--- config.mk ---
export PLATFORM = sky130hd
export DESIGN_NAME = phy_ability_regs
export DESIGN_NICKNAME = d
export VERILOG_FILES = /design/src/phy_regs_pkg.sv /design/src/phy_ability_regs.sv
export SDC_FILE = /design/constraint.sdc
export NUM_CORES = 1
export LEC_CHECK = 0
export BUFFER_PORTS_ARGS = -buffer_cell sky130_fd_sc_hd__buf_2
export CORE_MARGIN = 2
export CORE_UTILIZATION = 43
export DETAILED_ROUTE_END_ITERATION = 12
export PLACE_DENSITY = 0.83
export REMOVE_ABC_BUFFERS = 1
export SETUP_SLACK_MARGIN = 0.15
export SYNTH_ARGS = -nofsm -noshare
export SYNTH_HDL_FRONTEND = slang
export SYNTH_SLANG_ARGS = --single-unit
--- constraint.sdc ---
create_clock -name MCLK -period 1.1 [get_ports MCLK]
set_input_delay 0 -clock MCLK [delete_from_list [all_inputs] [get_ports MCLK]]
set_output_delay 0 -clock MCLK [all_outputs]
set_load 0.01 [all_outputs]
--- src/phy_regs_pkg.sv ---
// register map, field positions and reset values of the phy ability and cable test registers
package phy_regs_pkg;
  localparam int          REG_AW          = 5;
  localparam int          DATA_W          = 16;
  localparam logic [4:0]  ADV_ADDR        = 5'h04;
  localparam logic [4:0]  PARTNER_ADDR    = 5'h05;
  localparam logic [4:0]  CABLE_ADDR      = 5'h1d;
  localparam int          PAUSE_BIT       = 10;
  localparam int          ADV9_BIT        = 9;
  localparam int          F100_BIT        = 8;
  localparam int          H100_BIT        = 7;
  localparam int          F10_BIT         = 6;
  localparam int          H10_BIT         = 5;
  localparam int          START_BIT       = 15;
  localparam int          ADV_RSVD_HI     = 12;
  localparam int          ADV_RSVD_LO     = 11;
  localparam int          SEL_HI          = 4;
  localparam logic [4:0]  SELECTOR_VAL    = 5'h01;
  localparam logic [1:0]  ADV_RSVD_VAL    = 2'h1;
  localparam logic [4:0]  PARTNER_LOW_VAL = 5'h01;
  localparam logic [15:0] ADV_CTRL_MASK   = 16'h05e0;
  localparam logic [15:0] ADV_CTRL_RESET  = 16'h05e0;
  localparam logic [15:0] PARTNER_MASK    = 16'h05e0;
  localparam logic [15:0] ZERO16          = 16'h0000;
endpackage

--- src/phy_ability_regs.sv ---
// per-port phy advertisement, partner ability and cable test start registers
`timescale 1ns/10ps

// Summary of operation
// RULE_01: advertisement bit 8 is read/write, resets to 1 and offers 100 full duplex.
// RULE_02: advertisement bit 7 is read/write, resets to 1 and offers 100 half duplex.
// RULE_03: advertisement bit 6 is read/write, resets to 1 and offers 10 full duplex.
// RULE_04: advertisement bit 5 is read/write, resets to 1 and offers 10 half duplex.
// RULE_05: advertisement bits 4 to 0 are read-only and always read 00001.
// RULE_06: partner bit 10 resets to 0 and follows the partner's pause ability.
// RULE_07: partner bit 8 resets to 0 and follows the partner's 100 full ability.
// RULE_08: partner bit 7 resets to 0 and follows the partner's 100 half ability.
// RULE_09: partner bit 6 resets to 0 and follows the partner's 10 full ability.
// RULE_10: partner bit 5 resets to 0 and follows the partner's 10 half ability.
// RULE_11: writing 1 to cable test bit 15 starts a test; the bit resets to 0.
// RULE_12: the start bit clears itself when the test finishes.
// RULE_13: software reads the test results only after the start bit reads 0.
// RULE_14: advertisement bit 10 is read/write, resets to 1 and offers pause.
// RULE_15: ability bits feed the sent base page; partner bits load from the received page.
module phy_ability_regs #(
  parameter int ADDR_W = phy_regs_pkg::REG_AW, // management address width
  parameter int DATA_W = phy_regs_pkg::DATA_W  // register width
) (
  input  wire logic              MCLK,          // system clock, 10 mhz
  input  wire logic              NRST,          // async reset, active low
  input  wire logic              REG_WR,        // management write strobe
  input  wire logic              REG_RD,        // management read strobe
  input  wire logic [ADDR_W-1:0] REG_ADDR,      // register address
  input  wire logic [DATA_W-1:0] REG_WDATA,     // write data
  output logic      [DATA_W-1:0] REG_RDATA,     // read data, registered
  output logic      [DATA_W-1:0] TX_BASE_PAGE,  // base page to send
  input  wire logic [DATA_W-1:0] RX_BASE_PAGE,  // base page received
  input  wire logic              RX_PAGE_VALID, // pulse: received page valid
  output logic                   TEST_START,    // pulse: cable test begins
  input  wire logic              TEST_DONE      // pulse: cable test finished
);

  typedef struct packed {
    logic [15:0] adv;
    logic [15:0] partner;
    logic        start;
    logic        start_pulse;
    logic [15:0] rdata;
  } state_s;

  state_s s_q;
  state_s s_d;

  // logic below serves only the standard register format
  if (ADDR_W != phy_regs_pkg::REG_AW) begin : g_bad_addr_w
    $error("register address width must be 5");
  end
  if (DATA_W != phy_regs_pkg::DATA_W) begin : g_bad_data_w
    $error("register data width must be 16");
  end

  function automatic logic [15:0] adv_value(input logic [15:0] ctrl);
    logic [15:0] v;
    v = phy_regs_pkg::ZERO16;
    v[phy_regs_pkg::ADV_RSVD_HI:phy_regs_pkg::ADV_RSVD_LO] = phy_regs_pkg::ADV_RSVD_VAL;
    v = v | (ctrl & phy_regs_pkg::ADV_CTRL_MASK);
    // RULE_05 fixed selector
    v[phy_regs_pkg::SEL_HI:0] = phy_regs_pkg::SELECTOR_VAL;
    return v;
  endfunction

  always_comb begin
    s_d = s_q;
    s_d.start_pulse = 1'b0;
    // RULE_01 RULE_02 RULE_03 RULE_04 RULE_14 writable abilities
    if (REG_WR && REG_ADDR == phy_regs_pkg::ADV_ADDR) begin
      s_d.adv = REG_WDATA & phy_regs_pkg::ADV_CTRL_MASK;
    end
    // RULE_06 RULE_07 RULE_08 RULE_09 RULE_10 RULE_15 partner capture
    if (RX_PAGE_VALID) begin
      s_d.partner = RX_BASE_PAGE & phy_regs_pkg::PARTNER_MASK;
    end
    // RULE_12 self clear on finish
    if (TEST_DONE) begin
      s_d.start = 1'b0;
    end
    // RULE_11 software start
    if (REG_WR && REG_ADDR == phy_regs_pkg::CABLE_ADDR) begin
      if (REG_WDATA[phy_regs_pkg::START_BIT] && !s_q.start) begin
        s_d.start = 1'b1;
        s_d.start_pulse = 1'b1;
      end else if (!REG_WDATA[phy_regs_pkg::START_BIT]) begin
        s_d.start = s_d.start;
      end
    end
    if (REG_RD) begin
      case (REG_ADDR)
        phy_regs_pkg::ADV_ADDR: begin
          s_d.rdata = adv_value(s_q.adv);
        end
        phy_regs_pkg::PARTNER_ADDR: begin
          s_d.rdata = s_q.partner | 16'(phy_regs_pkg::PARTNER_LOW_VAL);
        end
        phy_regs_pkg::CABLE_ADDR: begin
          // RULE_13 start bit tells software when results are valid
          s_d.rdata = phy_regs_pkg::ZERO16;
          s_d.rdata[phy_regs_pkg::START_BIT] = s_q.start;
        end
        default: begin
          s_d.rdata = phy_regs_pkg::ZERO16;
        end
      endcase
    end
  end

  always_ff @(posedge MCLK or negedge NRST) begin
    if (!NRST) begin
      s_q.adv         <= phy_regs_pkg::ADV_CTRL_RESET;
      s_q.partner     <= phy_regs_pkg::ZERO16;
      s_q.start       <= 1'b0;
      s_q.start_pulse <= 1'b0;
      s_q.rdata       <= phy_regs_pkg::ZERO16;
    end else begin
      s_q <= s_d;
    end
  end

  assign REG_RDATA    = s_q.rdata;
  // RULE_15 base page from advertisement
  assign TX_BASE_PAGE = adv_value(s_q.adv);
  assign TEST_START   = s_q.start_pulse;

  // RULE_01 write lands
  property p_adv_write;
    @(posedge MCLK) disable iff (!NRST)
      (REG_WR && REG_ADDR == phy_regs_pkg::ADV_ADDR) |=>
        TX_BASE_PAGE[8:5] == $past(REG_WDATA[8:5]);
  endproperty
  a_adv_write: assert property (p_adv_write) else $error("adv bits not written"); // RULE_01

  // RULE_14 pause writable
  property p_adv_pause;
    @(posedge MCLK) disable iff (!NRST)
      (REG_WR && REG_ADDR == phy_regs_pkg::ADV_ADDR) |=> TX_BASE_PAGE[10] == $past(REG_WDATA[10]);
  endproperty
  a_adv_pause: assert property (p_adv_pause) else $error("pause bit not written"); // RULE_14

  // RULE_05 fixed selector
  property p_selector;
    @(posedge MCLK) disable iff (!NRST)
      TX_BASE_PAGE[phy_regs_pkg::SEL_HI:0] == phy_regs_pkg::SELECTOR_VAL;
  endproperty
  a_selector: assert property (p_selector) else $error("selector not 00001"); // RULE_05

  // RULE_02 readback matches
  property p_adv_read;
    @(posedge MCLK) disable iff (!NRST)
      (REG_RD && REG_ADDR == phy_regs_pkg::ADV_ADDR) |=> REG_RDATA == $past(TX_BASE_PAGE);
  endproperty
  a_adv_read: assert property (p_adv_read) else $error("adv readback wrong"); // RULE_02

  // RULE_07 partner capture
  property p_partner;
    @(posedge MCLK) disable iff (!NRST)
      RX_PAGE_VALID |=> s_q.partner == ($past(RX_BASE_PAGE) & phy_regs_pkg::PARTNER_MASK);
  endproperty
  a_partner: assert property (p_partner) else $error("partner capture wrong"); // RULE_07

  // RULE_11 single start pulse
  property p_start_pulse;
    @(posedge MCLK) disable iff (!NRST)
      $rose(s_q.start) |-> TEST_START ##1 !TEST_START;
  endproperty
  a_start_pulse: assert property (p_start_pulse) else $error("start pulse wrong"); // RULE_11

  // RULE_12 self clear
  property p_self_clear;
    @(posedge MCLK) disable iff (!NRST)
      (TEST_DONE && !(REG_WR && REG_ADDR == phy_regs_pkg::CABLE_ADDR)) |=> !s_q.start;
  endproperty
  a_self_clear: assert property (p_self_clear) else $error("start not cleared"); // RULE_12

  // RULE_13 start readback
  property p_start_read;
    @(posedge MCLK) disable iff (!NRST)
      (REG_RD && REG_ADDR == phy_regs_pkg::CABLE_ADDR) |=>
        REG_RDATA == {$past(s_q.start), 15'h0000};
  endproperty
  a_start_read: assert property (p_start_read) else $error("start readback wrong"); // RULE_13

  // RULE_11 restart refused
  property p_restart_ignored;
    @(posedge MCLK) disable iff (!NRST)
      (REG_WR && REG_ADDR == phy_regs_pkg::CABLE_ADDR && s_q.start) |=> !TEST_START;
  endproperty
  a_restart_ignored: assert property (p_restart_ignored) else $error("restart pulsed"); // RULE_11

  // RULE_11 zero keeps running
  property p_zero_keeps;
    @(posedge MCLK) disable iff (!NRST)
      (REG_WR && REG_ADDR == phy_regs_pkg::CABLE_ADDR && !REG_WDATA[phy_regs_pkg::START_BIT]
        && s_q.start && !TEST_DONE) |=> s_q.start;
  endproperty
  a_zero_keeps: assert property (p_zero_keeps) else $error("zero write stopped test"); // RULE_11

  // RULE_15 fixed page bits
  property p_adv_rsvd;
    @(posedge MCLK) disable iff (!NRST)
      !TX_BASE_PAGE[phy_regs_pkg::ADV9_BIT] &&
        (TX_BASE_PAGE[phy_regs_pkg::ADV_RSVD_HI:phy_regs_pkg::ADV_RSVD_LO] ==
         phy_regs_pkg::ADV_RSVD_VAL);
  endproperty
  a_adv_rsvd: assert property (p_adv_rsvd) else $error("fixed page bits wrong"); // RULE_15

  // RULE_10 partner low bits
  property p_partner_low;
    @(posedge MCLK) disable iff (!NRST)
      (REG_RD && REG_ADDR == phy_regs_pkg::PARTNER_ADDR) |=>
        REG_RDATA[phy_regs_pkg::SEL_HI:0] == phy_regs_pkg::PARTNER_LOW_VAL;
  endproperty
  a_partner_low: assert property (p_partner_low) else $error("partner low bits wrong"); // RULE_10

  c_start:   cover property (@(posedge MCLK) disable iff (!NRST) TEST_START ##[1:20] TEST_DONE);
  c_partner: cover property (@(posedge MCLK) disable iff (!NRST) RX_PAGE_VALID);
  c_adv:     cover property (@(posedge MCLK) disable iff (!NRST)
                 REG_WR && REG_ADDR == phy_regs_pkg::ADV_ADDR && REG_WDATA[8:5] == 4'h0);
  c_clear:   cover property (@(posedge MCLK) disable iff (!NRST) $fell(s_q.start));

endmodule // phy_ability_regs

==> metrics.yaml <==
outcome: "complete, no violations"
share_seq_of_total_power_pct: 46.8
setup_viol: 0
vias: 743
synth-seq-cells: 20
clock_path_buffers: 2
async_reset_ff_share_pct: 100
path_clk_slew_ps: 110
synth_edf_count: 0
postRouteAntennaNets: 0
io_pins: 76
antenna_cells: 0
antenna_found_initial: 0
clkLatencyLatePin_ps: 290
min_path_type: "input port to flip-flop"
swShare_pct: 23.2
root_buffer: "clkbuf_4"
p_int_mw: 1.43
start_util_pct: 44.5
grt_pass1_wl_um: 3020
slew_violations: 0
finalCritPeriodShare_pct: 88.5
worst_slack_ps: 126
yosysMostFrequentCell: "buf_4"
crit_family: "flip-flops"
synth_top_cell_by_area: "dfrtp_1"
synth.avg_cell_area_um2: 11.2
hpwlAfterDp_um: 1480
dr.pass1.iters: 4
slowest_delay_ps: 570
path_cells: "buf_6"
wl_per_cell_um: 12.8
yosysUniqueCellTypes: 19
clock_skew_ps: 0.986
synth_cells: 97
area_growth_pct: 26.7
die_h_um: 54.2
cp.required_ps: 1100
comb_power_share_pct: 21.6
dieArea_um2: 2940
yosysSeqAreaShare_pct: 46.8
synth_top_area_share_pct: 34.6
drt_iter0_drc: 3
start_kind: "flip-flop"
worstSetupEndpointType: "output pin"
layout-drive-gt1-share_pct: 43.8
grt_pass1_vias: 719
hold_viol_final: 0
core-area_um2: 2430
irDropWorstVdd_v: 0.000621
fin_setup_tns_ps: 0
clkPwrFrac_pct: 31.5
nNetsFinal: 181
pre_cts_ws_ps: 25.5
slowest_stage: "dfstp_2"
fp-row-count: 18
numCtsBuffers: 3
die_w_um: 54.2
cp_num_buf_inv: 1
cp_data_arrival_time_ps: 970
portBuffers: 35
max_freq_mhz: 1030
netlist_top_cells_count: "32 x buf_4, 15 x dfrtp_1, 10 x mux2_2"
vias_per_cell: 4.45
path_class: "flip-flop to output pin"
grt-ovfl-total: 0
p_per_area_nw_per_um2: 1350
drv_cap: 0
power_leakage_nw: 0.695
grt_util_all_layers_pct: 14.7
synth_area_leaders: "dfrtp_1 35%, buf_4 22%, dfstp_2 12%, mux2_2 10%, mux2i_1 4.6%"
grt_max_degree: 21
routed_wl_um: 2140
numClockSinks: 20
netlist_area_um2: 1080
critPathMaxFanout: 2
place_congestion: 0.650
period_minus_slack_ps: 974
synthFlopType: "dfrtp_1"
route.detailed.drc: 0
rsz0062_at_grt: "yes"
cts_tree: "done"
synth_warnings: 0
htreeDepth: 1
power.switching_uw: 431
-- cells by family after synthesis --
family	Yosys count	synth area share, %
AOI/OAI and AO/OA	9	5.20
and+or+nand+nor	9	6.58
other	2	0.693
buffers and inverters	42	25.7
muxes	15	15.0
DFF	20	46.8
-- state kept, by name, summed over array words and instances (netlist names) --
name,flops
s_q,6
TEST_START,1
TX_BASE_PAGE,5
REG_RDATA,8
-- cell usage in the layout, fill, tap and decap left out, drive strengths merged --
master	n
buf	39
conb	19
dfrtp	15
dlygate4sd3	14
mux2	10
inv	8
o22ai	7
dfstp	5
mux2i	5
nand2	3
clkbuf	3
and2b	1
nand4	1
nor3	1
nand2b	1
o31ai	1
nor4b	1
o21ai	1
nand3b	1
bufinv	1
-- final timing paths --
path	from	to	slack [ps]	cells past startpoint
max	TX_BASE_PAGE[7]$_DFFE_PN1P_	TX_BASE_PAGE[7]	130	1
min	RX_PAGE_VALID	s_q[24]$_DFFE_PN0P_	30	2
max reg2reg	TX_BASE_PAGE[7]$_DFFE_PN1P_	REG_RDATA[7]$_DFFE_PN0P_	150	3
min reg2reg	s_q[17]$_DFF_PN0_	TEST_START$_DFF_PN0_	500	1
max in group asynchronous	NRST	TX_BASE_PAGE[5]$_DFFE_PN1P_	620	2
min in group asynchronous	NRST	REG_RDATA[0]$_DFFE_PN0P_	160	2
-- through the flow --
stage | hold WS [ps] | util, % | area, um^2 | power (mW) | std cells
6_report | 29.9 | 56.4 | 1370 | 1.86 | 167
4_1_cts | 23.8 | 56.1 | 1370 | 1.86 | 167
3_5_place_dp | -42.4 | 45.7 | 1110 | 1.14 | 145
3_3_place_gp | -47.0 | 45.7 | 1110 | 1.12 | 145
5_1_grt | 34.3 | 56.4 | 1370 | 1.94 | 167
2_1_floorplan | -296 | - | 898 | 1.01 | 80
-- layer usage --
metal	part of all wire, %	vias up	wire [um]	track usage, %
li1	-	350	-	-
met1	37	348	781	14.6
met2	52	43	1120	28.9
met3	11	2	226	2.78
met4	0.66	0	14	6.25
met5	0	-	0	0
-- cell type report --
| type | count | area, um^2 |
|---|---|---|
| multi-input cells | 52 | 362 |
| clock buffers | 3 | 22.5 |
| flip-flops and latches | 20 | 507 |
| well taps | 30 | 37.5 |
| clock inverters | 1 | 30.0 |
| inverters | 8 | 30.0 |
| fillers | 204 | 1060 |
| repair buffers | 53 | 384 |
-- what timing repair did --
item | CTS | global route
gates resized for setup | 5 | 2
cloned | 0 | 0
setup endpoints to repair | 5 | 7
setup buffers | 4 | 0
hold buffers | 14 | 0
hold endpoints to repair | 32 | 0
pin swaps | 0 | 1
-- power by group through the flow --
stage	Combinational, mW	Clock, mW	Sequential [mW]
finish	0.403	0.587	0.870
global route	0.436	0.624	0.878
CTS	0.390	0.601	0.864
detailed placement	0.264	0	0.877
global placement	0.255	0	0.869
floorplan	0.119	0	0.889
No activity file was read; power rests on OpenSTA's default activity.
